--- config.mk ---
export PLATFORM = sky130hd
export DESIGN_NAME = edge_capture_status
export DESIGN_NICKNAME = d
export VERILOG_FILES = /design/src/edge_capture_pkg.sv /design/src/edge_capture_status.sv
export SDC_FILE = /design/constraint.sdc
export NUM_CORES = 1
export LEC_CHECK = 0
export BUFFER_PORTS_ARGS = -buffer_cell sky130_fd_sc_hd__buf_4
export CAP_MARGIN = 20
export CORE_AREA = 2 2 254 256
export DETAILED_ROUTE_END_ITERATION = 12
export DIE_AREA = 0 0 256 258
export GPL_TIMING_DRIVEN = 0
export PLACE_DENSITY_LB_ADDON = 0.15
export SLEW_MARGIN = 10
export SYNTH_ARGS = -nofsm -noshare
export SYNTH_HDL_FRONTEND = slang
export SYNTH_SLANG_ARGS = --single-unit
--- constraint.sdc ---
create_clock -name clk -period 3.3 [get_ports clk]
set_clock_uncertainty 0.05 [all_clocks]
set_input_delay 0.33 -clock clk [delete_from_list [all_inputs] [get_ports clk]]
set_output_delay 0.33 -clock clk [all_outputs]
set_load 0.05 [all_outputs]
--- src/edge_capture_pkg.sv ---
// Purpose: shared constants and types of the edge capture status block
// Assumes: 16-bit register words, 32-bit results split over two words
// Notes:   low word of a result sits at its offset, high word at offset+1
package edge_capture_pkg;

  localparam logic [15:0] OFS_STATE       = 16'h0af0;
  localparam logic [15:0] OFS_TOTAL_COUNT = 16'h0afe;
  localparam logic [15:0] OFS_RISE_COUNT  = 16'h0aff;
  localparam logic [15:0] OFS_FALL_COUNT  = 16'h0b00;
  localparam logic [15:0] OFS_RISE_FIRST  = 16'h0b04;
  localparam logic [15:0] OFS_RISE_SECOND = 16'h0b06;
  localparam logic [15:0] OFS_RISE_THIRD  = 16'h0b08;
  localparam logic [15:0] OFS_FALL_FIRST  = 16'h0b0a;
  localparam logic [15:0] OFS_FALL_SECOND = 16'h0b0c;
  localparam logic [15:0] OFS_FALL_THIRD  = 16'h0b0e;
  localparam logic [15:0] OFS_RESULT_LAST = 16'h0b0f;

  localparam logic [7:0]  SET_ENTRY_COUNT = 8'h03;
  localparam logic [15:0] COUNT_RESET     = 16'h0000;
  localparam logic [31:0] RESULT_RESET    = 32'h0000_0000;

  // edge selection codes
  localparam logic [1:0]  EDGE_FALL = 2'h0;
  localparam logic [1:0]  EDGE_RISE = 2'h1;
  localparam logic [1:0]  EDGE_BOTH = 2'h2;

  // unit command codes
  localparam logic [1:0]  CMD_STOP   = 2'h0;
  localparam logic [1:0]  CMD_SINGLE = 2'h1;
  localparam logic [1:0]  CMD_REPEAT = 2'h2;

  // timing: one millisecond of the 20 MHz clock
  localparam int unsigned CLK_HZ       = 20000000;
  localparam int unsigned MS_PER_S     = 1000;
  localparam int unsigned CYCLES_PER_MS = CLK_HZ / MS_PER_S;

  typedef enum logic [5:0] {
    ST_STOP        = 6'b00_0000,
    ST_SINGLE_ARM  = 6'b00_0001,
    ST_REPEAT_ARM  = 6'b00_0010,
    ST_SINGLE_FALL = 6'b01_0011,
    ST_SINGLE_RISE = 6'b10_0011,
    ST_SINGLE_BOTH = 6'b11_0011,
    ST_REPEAT_FALL = 6'b01_0100,
    ST_REPEAT_RISE = 6'b10_0100
  } unit_state_t;

endpackage

--- src/edge_capture_status.sv ---
// Operation
// - in repetitive-done, every further trigger recaptures and overwrites results
// - overwriting unread results raises no flag of any kind
// - repetitive-done returns to repetitive-armed when any result is read
// - single-shot done reports 19 falling, 35 rising, 51 both edges
// - single-done states ignore triggers; host may then disable the unit
// - repetitive done reports 20 on falling edge, 36 on rising edge
// - read-only 16-bit total capture counter
// - read-only 16-bit counter of rising-edge captures
// - read-only 16-bit counter of falling-edge captures
// - rising capture stores three signed 32-bit quantities in rising set
// - falling capture stores three signed 32-bit quantities in falling set
// - each result set reports a constant entry count of three
// - edge select 0 falling, 1 rising, 2 both
// - repetitive-armed waits for trigger, stores data, enters repetitive-done
// - after a trigger, same edge ignored for holdoff ms, per edge
//
// Purpose: state, counters and per-edge result sets of one capture unit
// Assumes: all inputs synchronous to clk; reads over a 16-bit word port
// Notes:   holdoff counts on a free-running ms tick, so it may end up to
//          one ms early; trades precision for one shared prescaler
`timescale 1ns/1ps

module edge_capture_status
  import edge_capture_pkg::*;
#(
  parameter int unsigned TICK_CYCLES = CYCLES_PER_MS
) (
  input  wire logic        clk,
  input  wire logic        resetn,
  input  wire logic [1:0]  unit_command,
  input  wire logic [1:0]  trigger_edge_select,
  input  wire logic [15:0] retrigger_holdoff_time,
  input  wire logic        trigger_level,
  input  wire logic [31:0] quantity_first,
  input  wire logic [31:0] quantity_second,
  input  wire logic [31:0] quantity_third,
  input  wire logic        rd_en,
  input  wire logic [15:0] rd_addr,
  output logic      [15:0] rd_data,
  output logic             rd_valid,
  output logic      [5:0]  unit_state_code,
  output logic      [7:0]  rise_set_entry_count,
  output logic      [7:0]  fall_set_entry_count
);

  typedef struct packed {
    unit_state_t state;
    logic        trig_prev;
    logic [31:0] tick_cnt;
    logic [15:0] hold_rise;
    logic [15:0] hold_fall;
    logic [15:0] total_cnt;
    logic [15:0] rise_cnt;
    logic [15:0] fall_cnt;
    logic [31:0] rise_first;
    logic [31:0] rise_second;
    logic [31:0] rise_third;
    logic [31:0] fall_first;
    logic [31:0] fall_second;
    logic [31:0] fall_third;
    logic [15:0] rd_data;
    logic        rd_valid;
  } regs_t;

  regs_t r_r;
  regs_t r_nxt;

  logic        tick;
  logic        rise_seen;
  logic        fall_seen;
  logic        rise_take;
  logic        fall_take;
  logic        capture_ok;
  logic        result_read;
  logic [15:0] rd_word;

  always_comb begin
    r_nxt = r_r;

    // shared millisecond prescaler
    tick = (r_r.tick_cnt == TICK_CYCLES - 1);
    if (tick) begin
      r_nxt.tick_cnt = 32'h0000_0000;
    end else begin
      r_nxt.tick_cnt = r_r.tick_cnt + 32'h0000_0001;
    end

    r_nxt.trig_prev = trigger_level;
    rise_seen = trigger_level & ~r_r.trig_prev;
    fall_seen = ~trigger_level & r_r.trig_prev;

    // only armed and repetitive-done states accept triggers
    capture_ok = (r_r.state == ST_SINGLE_ARM) ||
                 (r_r.state == ST_REPEAT_ARM) ||
                 (r_r.state == ST_REPEAT_FALL) ||
                 (r_r.state == ST_REPEAT_RISE);

    rise_take = rise_seen && capture_ok && (r_r.hold_rise == 16'h0000) &&
                ((trigger_edge_select == EDGE_RISE) ||
                 (trigger_edge_select == EDGE_BOTH));
    fall_take = fall_seen && capture_ok && (r_r.hold_fall == 16'h0000) &&
                ((trigger_edge_select == EDGE_FALL) ||
                 (trigger_edge_select == EDGE_BOTH));

    // holdoff per edge; the other edge is untouched
    if (rise_take) begin
      r_nxt.hold_rise = retrigger_holdoff_time;
    end else if (tick && r_r.hold_rise != 16'h0000) begin
      r_nxt.hold_rise = r_r.hold_rise - 16'h0001;
    end
    if (fall_take) begin
      r_nxt.hold_fall = retrigger_holdoff_time;
    end else if (tick && r_r.hold_fall != 16'h0000) begin
      r_nxt.hold_fall = r_r.hold_fall - 16'h0001;
    end

    // results are replaced silently; no overrun status exists
    if (rise_take) begin
      r_nxt.rise_first  = quantity_first;
      r_nxt.rise_second = quantity_second;
      r_nxt.rise_third  = quantity_third;
      r_nxt.rise_cnt    = r_r.rise_cnt + 16'h0001;
    end
    if (fall_take) begin
      r_nxt.fall_first  = quantity_first;
      r_nxt.fall_second = quantity_second;
      r_nxt.fall_third  = quantity_third;
      r_nxt.fall_cnt    = r_r.fall_cnt + 16'h0001;
    end
    if (rise_take || fall_take) begin
      r_nxt.total_cnt = r_r.total_cnt + 16'h0001;
    end

    // register read port, low word at offset, high word at offset+1
    case (rd_addr)
      OFS_STATE:              rd_word = {10'h000, r_r.state};
      OFS_TOTAL_COUNT:        rd_word = r_r.total_cnt;
      OFS_RISE_COUNT:         rd_word = r_r.rise_cnt;
      OFS_FALL_COUNT:         rd_word = r_r.fall_cnt;
      OFS_RISE_FIRST:         rd_word = r_r.rise_first[15:0];
      OFS_RISE_FIRST + 16'h1: rd_word = r_r.rise_first[31:16];
      OFS_RISE_SECOND:        rd_word = r_r.rise_second[15:0];
      OFS_RISE_SECOND + 16'h1:rd_word = r_r.rise_second[31:16];
      OFS_RISE_THIRD:         rd_word = r_r.rise_third[15:0];
      OFS_RISE_THIRD + 16'h1: rd_word = r_r.rise_third[31:16];
      OFS_FALL_FIRST:         rd_word = r_r.fall_first[15:0];
      OFS_FALL_FIRST + 16'h1: rd_word = r_r.fall_first[31:16];
      OFS_FALL_SECOND:        rd_word = r_r.fall_second[15:0];
      OFS_FALL_SECOND + 16'h1:rd_word = r_r.fall_second[31:16];
      OFS_FALL_THIRD:         rd_word = r_r.fall_third[15:0];
      OFS_FALL_THIRD + 16'h1: rd_word = r_r.fall_third[31:16];
      default:                rd_word = 16'h0000;
    endcase
    r_nxt.rd_valid = rd_en;
    if (rd_en) begin
      r_nxt.rd_data = rd_word;
    end
    result_read = rd_en && (rd_addr >= OFS_RISE_FIRST) &&
                  (rd_addr <= OFS_RESULT_LAST);

    // unit state; a new capture wins over a same-cycle read
    case (r_r.state)
      ST_STOP: begin
        if (unit_command == CMD_SINGLE) begin
          r_nxt.state = ST_SINGLE_ARM;
        end else if (unit_command == CMD_REPEAT) begin
          r_nxt.state = ST_REPEAT_ARM;
        end
      end
      ST_SINGLE_ARM: begin
        if (trigger_edge_select == EDGE_BOTH && (rise_take || fall_take)) begin
          r_nxt.state = ST_SINGLE_BOTH;
        end else if (rise_take) begin
          r_nxt.state = ST_SINGLE_RISE;
        end else if (fall_take) begin
          r_nxt.state = ST_SINGLE_FALL;
        end
      end
      ST_REPEAT_ARM, ST_REPEAT_FALL, ST_REPEAT_RISE: begin
        if (rise_take) begin
          r_nxt.state = ST_REPEAT_RISE;
        end else if (fall_take) begin
          r_nxt.state = ST_REPEAT_FALL;
        end else if (result_read && r_r.state != ST_REPEAT_ARM) begin
          r_nxt.state = ST_REPEAT_ARM;
        end
      end
      ST_SINGLE_FALL, ST_SINGLE_RISE, ST_SINGLE_BOTH: begin
        r_nxt.state = r_r.state;
      end
      default: begin
        r_nxt.state = ST_STOP;
      end
    endcase
    // stop command disables the unit from any state
    if (unit_command == CMD_STOP) begin
      r_nxt.state = ST_STOP;
    end else if (r_r.state == ST_SINGLE_ARM && unit_command == CMD_REPEAT) begin
      r_nxt.state = ST_REPEAT_ARM;
    end else if (r_r.state == ST_REPEAT_ARM && unit_command == CMD_SINGLE) begin
      r_nxt.state = ST_SINGLE_ARM;
    end
  end

  always_ff @(posedge clk or negedge resetn) begin
    if (!resetn) begin
      r_r.state       <= ST_STOP;
      r_r.trig_prev   <= 1'b0;
      r_r.tick_cnt    <= 32'h0000_0000;
      r_r.hold_rise   <= 16'h0000;
      r_r.hold_fall   <= 16'h0000;
      r_r.total_cnt   <= COUNT_RESET;
      r_r.rise_cnt    <= COUNT_RESET;
      r_r.fall_cnt    <= COUNT_RESET;
      r_r.rise_first  <= RESULT_RESET;
      r_r.rise_second <= RESULT_RESET;
      r_r.rise_third  <= RESULT_RESET;
      r_r.fall_first  <= RESULT_RESET;
      r_r.fall_second <= RESULT_RESET;
      r_r.fall_third  <= RESULT_RESET;
      r_r.rd_data     <= 16'h0000;
      r_r.rd_valid    <= 1'b0;
    end else begin
      r_r <= r_nxt;
    end
  end

  assign rd_data              = r_r.rd_data;
  assign rd_valid             = r_r.rd_valid;
  assign unit_state_code      = r_r.state;
  assign rise_set_entry_count = SET_ENTRY_COUNT;
  assign fall_set_entry_count = SET_ENTRY_COUNT;

endmodule

==> impl_metrics.py, run 1 <==
metrics = {
    "floorplan": {
        "die_x_um": 256,
        "num_rows": 93,
        "die_area_um2": 66000,
        "initial_core_util_pct": 25.7,
        "die_y_um": 258,
        "core-area_um2": 63600,
        "num_io_pins": 175,
    },
    "sta": {
        "fin_crit_ns": 3.33,
        "hold_slack_ns": 0.0812,
        "tightest_slew_ns": 1.09,
        "setup_viol": 1,
        "timing.final.crit_share_pct": 101,
        "max_clock_freq_mhz": 301,
        "slew_headroom_pct": 26.7,
        "worst_slack_ns": -0.0257,
        "drv_slew": 0,
        "finalHoldViolations": 0,
        "rsz0062_at_grt": "no",
    },
    "routing": {
        "dr_wl_met2_mm": 32.4,
        "wl_met3_mm": 3.75,
        "avgRoutedWirePerCell_um": 23.4,
        "ant_nets": 0,
        "routed.top_layer": "met5",
        "wl_mm": 71.6,
        "drt_iter0_markers": 1344,
        "drc_errors": 0,
        "dr.pass1.iters": 6,
        "viasPerCell": 4.93,
        "wl_met1_mm": 33.2,
        "via_count": 15100,
    },
    "grt": {
        "grt.total_usage_pct": 21.4,
        "antenna_found_initial": 2,
        "grt_max_degree": 106,
        "grt_pass1_wl_mm": 103,
        "gr-total-overflow": 0,
        "grt_pass1_vias": 14700,
    },
    "clock_tree": {
        "cts_tree": "done",
        "cts-root-buf": "clkbuf_16",
        "cts_buffers": 41,
        "clk_pin_slew_ns": 0.06,
        "cts.path.max_buffers": 3,
        "cts_sinks": 327,
        "htree_levels": 2,
        "clk_latency_ns": 0.55,
        "cts_setup_buffers": 0,
    },
    "placed_design": {
        "dp.cells": 2866,
        "place_area_um2": 18800,
        "gp_congestion": 0.926,
        "hpwl_mm": 55.3,
        "io_buffer_count": 156,
    },
    "min_path": {
        "hold_class": "input pin to flop",
        "whs_path_depth": 3,
    },
    "logic_synthesis": {
        "synthFlopType": "dfrtp_1",
        "ys_top_cells_by_area": "dfrtp_1 (50%), nand2_1 (16%), xnor2_1 (2.6%)",
        "synth_cells": 1834,
        "synth_top_area_share_pct": 50.1,
        "yosysWarnings": 0,
        "syn_area_um2": 16300,
        "seq_area_frac_synth_pct": 50.1,
        "synthMostInstantiatedCell": "nand2_1",
        "synthArstFlopShare_pct": 100,
        "avgSynthCellArea_um2": 8.91,
        "ys_types": 83,
        "synth_top_cells_by_count": "nand2_1 (685), dfrtp_1 (327), nor2_1 (76)",
        "yosys.area.top_type": "dfrtp_1",
        "ys_seq_elements": 327,
        "synth_edf_count": 0,
    },
    "status": {
        "violations": "negative setup slack",
        "status": "finished with violations",
    },
    "run": {
        "drv_cap": 0,
    },
    "power": {
        "ir_worst_vdd_uv": 273,
        "p_per_area_nw_per_um2": 453,
        "leakagePower_nw": 10.2,
    },
    "finish": {
        "synthToLayoutAreaGrowth_pct": 30.5,
        "design_area_um2": 21300,
        "fin_cells": 3053,
        "drive_gt1_share_pct": 14.9,
        "fin_nets": 2312,
    },
    "worst_setup_path": {
        "worst-path-max-fanout": 10,
        "cp.required_ns": 3.68,
        "critPathArrivalTime_ns": 3.70,
        "cp-start-kind": "input pin",
        "cp-end-kind": "flop",
        "critical_path_class": "input pin to flop",
        "r2r_cells": 6,
    },
}
stage by stage:
stage,power [mW],setup TNS (ns),setup slack (ns),util [%]
global placement,4.99,-502.35,-1.47,29.3
global route,10.0,0,0.0298,33.5
detailed placement,5.01,-15.96,-0.403,29.5
floorplan,4.57,0,0.720,-
CTS,9.76,0,0.0364,33.4
finish,9.67,-0.0257,-0.0257,33.5
sequential cells by signal, summed over array words and instances, names as in the netlist:
name,count
rd_valid,1
unit_state_code,5
r_r,305
rd_data,16
report_power, final:
group / internal [mW] / switching [mW]
sequential: 4.03 / 0.0181
combinational: 0.407 / 0.609
clock: 2.78 / 1.82
repair_timing:
action / CTS / global route
pin swaps: 1 / 0
hold buffers: 113 / 0
resized for setup: 8 / 14
endpoints found under the setup margin: 91 / 78
endpoints found under the hold margin: 270 / 0
cell usage in the layout, fill, tap and decap left out, drive strengths merged, types with 13 or more instances in the layout:
master       netlist  routed
a22oi             37      37
xnor2             48      48
dlygate4sd3        0     113
nor2              78      78
and3              27      27
nand3             41      41
nor3              31      31
inv               22      23
nand2            685     685
nor4              19      19
dfrtp            327     327
a31oi             13      13
xor2              33      33
buf               66     227
clkbuf            58     117
o21ai             29      29
nand4             33      33
mux2i             28      28
conb               2      17
a21oi             24      24
critical path, cell delays in order:
cell	delay, ns
buf_4	0.15
clkbuf_1	0.64
buf_1	0.80
clkbuf_1	0.71
mux2i_1	0.43
o22ai_1	0.20
a2111oi_0	0.34
o2bb2ai_1	0.10
final timing paths:
kind,from,slack [ns],endpoint
max,rd_addr[0],-0.03,rd_data[13]
min,unit_command[0],0.08,unit_state_code[0]
max reg2reg,r_r[275],0.06,r_r[276]
min reg2reg,r_r[203],0.42,r_r[203]
max in group asynchronous,resetn,1.66,r_r[174]
min in group asynchronous,resetn,0.27,r_r[311]
routing by layer:
metal	vias up	track usage [%]
li1	6927	-
met1	7549	30.2
met2	496	33.8
met3	89	3.13
met4	2	6.38
met5	-	0
layout make-up:
cell class	count	area, um^2
multi-input cells	1376	7540
well taps	855	1070
diodes	3	7.51
clock inverters	12	173
repair buffers	275	2420
clock buffers	60	1180
flip-flops and latches	327	8180
fillers	6733	42300
inverters	22	82.6
plain buffers	123	674
logic make-up after synthesis:
| logic type | share of synthesized area [%] |
|---|---|
| buffers and inverters | 4.51 |
| other | 0.0459 |
| flip-flops | 50.1 |
| multiplexers | 2.45 |
| AND/OR/NAND/NOR | 27.0 |
| adder cells (fa/ha/maj) | 0.765 |
| AO/OA/AOI/OAI | 10.9 |
| XOR/XNOR | 4.34 |
(Power assumes the default switching activity.)
==> run 2: changes to the inputs <==
==> constraint.sdc (replaced) <==
create_clock -name clk -period 3.3 [get_ports clk]
set_clock_uncertainty 0.05 [all_clocks]
set_input_delay 0.165 -clock clk [delete_from_list [all_inputs] [get_ports clk]]
set_output_delay 0.165 -clock clk [all_outputs]
set_load 0.05 [all_outputs]
==> run 2 against run 1 <==
- cell count up 0.16%
- design area up 0.20%
- the flow now finishes without violations
- sequential cell count unchanged
- via count down 0.11%
- clock-buffer cell count unchanged
- sequential share of layout area down 0.076 points
- core utilization up 0.067 points
- non-clock buffer count up 4
==> impl_metrics.py, run 2 (synthesized netlist as in run 1, its figures left out) <==
metrics = {
    "grt": {
        "gr-total-overflow": 0,
        "grt.total_usage_pct": 21.4,
        "antenna_found_initial": 2,
        "grt_max_degree": 106,
        "grt_pass1_wl_mm": 103,
        "grt_pass1_vias": 14700,
    },
    "worst_setup_path": {
        "r2r_slack_ns": 0.15,
        "cp-start-kind": "flop",
        "max_stage_delay_ns": 0.63,
        "timing.critical_path.buf_inv": 0,
        "cp_top_family": "simple AND/OR/NAND/NOR gates",
        "rr_endpoint": "r_r[276]",
        "critical_path_class": "flop to flop",
        "worstPathCellList": "or4_1, nor4_2, o2111ai_4, o21ai_1, a21boi_0, or2_2",
        "r2r_cells": 6,
        "cp-end-kind": "flop",
        "worst-path-max-fanout": 18,
        "r2r_start": "r_r[275]",
        "cp.required_ns": 3.68,
        "critPathArrivalTime_ns": 3.54,
        "crit_slowest_cell": "or4_1",
    },
    "placed_design": {
        "hpwl_mm": 55.3,
        "io_buffer_count": 156,
        "place_area_um2": 18800,
        "gp_congestion": 0.926,
    },
    "clock_tree": {
        "cts-root-buf": "clkbuf_16",
        "clk_latency_ns": 0.56,
        "cts_buffers": 41,
        "cts_sinks": 327,
        "cts_tree": "done",
        "clk_pin_slew_ns": 0.06,
        "htree_levels": 2,
        "cts.path.max_buffers": 3,
    },
    "sta": {
        "fin_tns_setup_ns": 0,
        "drv_slew": 0,
        "timing.final.crit_share_pct": 95.5,
        "fin_crit_ns": 3.15,
        "slew_headroom_pct": 28.1,
        "tightest_slew_ns": 1.07,
        "hold_slack_ns": 0.0990,
        "max_clock_freq_mhz": 317,
        "rsz0062_at_grt": "no",
        "setup_viol": 0,
        "finalHoldViolations": 0,
    },
    "floorplan": {
        "core-area_um2": 63600,
        "die_area_um2": 66000,
        "initial_core_util_pct": 25.7,
        "die_x_um": 256,
        "num_rows": 93,
        "die_y_um": 258,
        "num_io_pins": 175,
    },
    "routing": {
        "wl_mm": 71.5,
        "via_count": 15000,
        "viasPerCell": 4.92,
        "drc_errors": 0,
        "drt_iter0_markers": 1362,
        "avgRoutedWirePerCell_um": 23.4,
        "ant_nets": 0,
        "dr.pass1.iters": 7,
    },
    "run": {
        "drv_cap": 0,
    },
    "finish": {
        "drive_gt1_share_pct": 14.9,
        "design_area_um2": 21400,
        "nFillCells": 6733,
        "synthToLayoutAreaGrowth_pct": 30.7,
        "layout_common_cells": "nand2_1 (685), dfrtp_1 (327), buf_4 (197)",
        "largest_reg_flops": 305,
        "final_util_pct": 33.6,
        "final_common_cell": "nand2_1",
        "top_register": "r_r",
        "fin_nets": 2316,
    },
    "power": {
        "ir_worst_vdd_uv": 274,
        "p_per_area_nw_per_um2": 453,
        "leakagePower_nw": 10.2,
    },
    "status": {
        "status": "finished, final reports clean",
    },
    "min_path": {
        "hold_class": "input pin to asynchronous set/reset pin",
    },
}
## run 2: power breakdown
| group | total [mW] | switching (mW) | internal (mW) |
|---|---|---|---|
| logic | 1.02 | 0.609 | 0.414 |
| clock network | 4.61 | 1.83 | 2.78 |
| registers | 4.05 | 0.0180 | 4.03 |
## run 2: through the flow
step                      setup slack [ns]  std cells  power, mW
after floorplan                      0.720       1849       4.57
after global placement               -1.30       2860       4.99
after detailed placement            -0.403       2866       5.01
after CTS                           0.0364       3054       9.77
after global routing                0.0298       3054       10.0
final                                0.148       3058       9.68
## run 2: metal layers
| metal | track usage (%) | part of all wire [%] | vias to the layer above |
|---|---|---|---|
| met5 | 0 | 0 | - |
| met4 | 6.37 | 2.9 | 0 |
| met3 | 3.11 | 5.6 | 78 |
| met2 | 33.9 | 45 | 516 |
| met1 | 30.2 | 46 | 7521 |
| li1 | - | - | 6932 |
## run 2: worst max-delay path by stage
stage / from / endpoint / slack [ns] / depth (start not counted)
after global routing: unit_state_code[2] / r_r[240] / 0.03 / 8
after floorplan: r_r[257] / unit_state_code[1] / 0.72 / 7
final: r_r[275] / r_r[276] / 0.15 / 6
after global placement: resetn / r_r[196] / -1.30 / 1
after CTS: unit_state_code[2] / r_r[78] / 0.04 / 10
after detailed placement: r_r[275] / r_r[205] / -0.40 / 7
## run 2: what timing repair did
| item | in CTS | in global routing |
|---|---|---|
| hold buffers | 117 | 0 |
| buffers inserted | 0 | 0 |
| endpoints found under the hold margin | 355 | 0 |
| pin swaps | 1 | 0 |
| setup endpoints to repair | 91 | 78 |
| cloned | 0 | 0 |
| resized for setup | 8 | 14 |
## run 2: layout make-up
class	count	area, um^2	share of cell area (%)
sequential	327	8180	38.3
buffer	123	674	3.16
clock inverter	12	173	0.808
tap	855	1070	5.01
timing repair buffer	279	2460	11.5
multi-input combinational	1376	7540	35.3
inverter	22	82.6	0.386
antenna	4	10.0	0.0468
clock buffer	60	1180	5.51
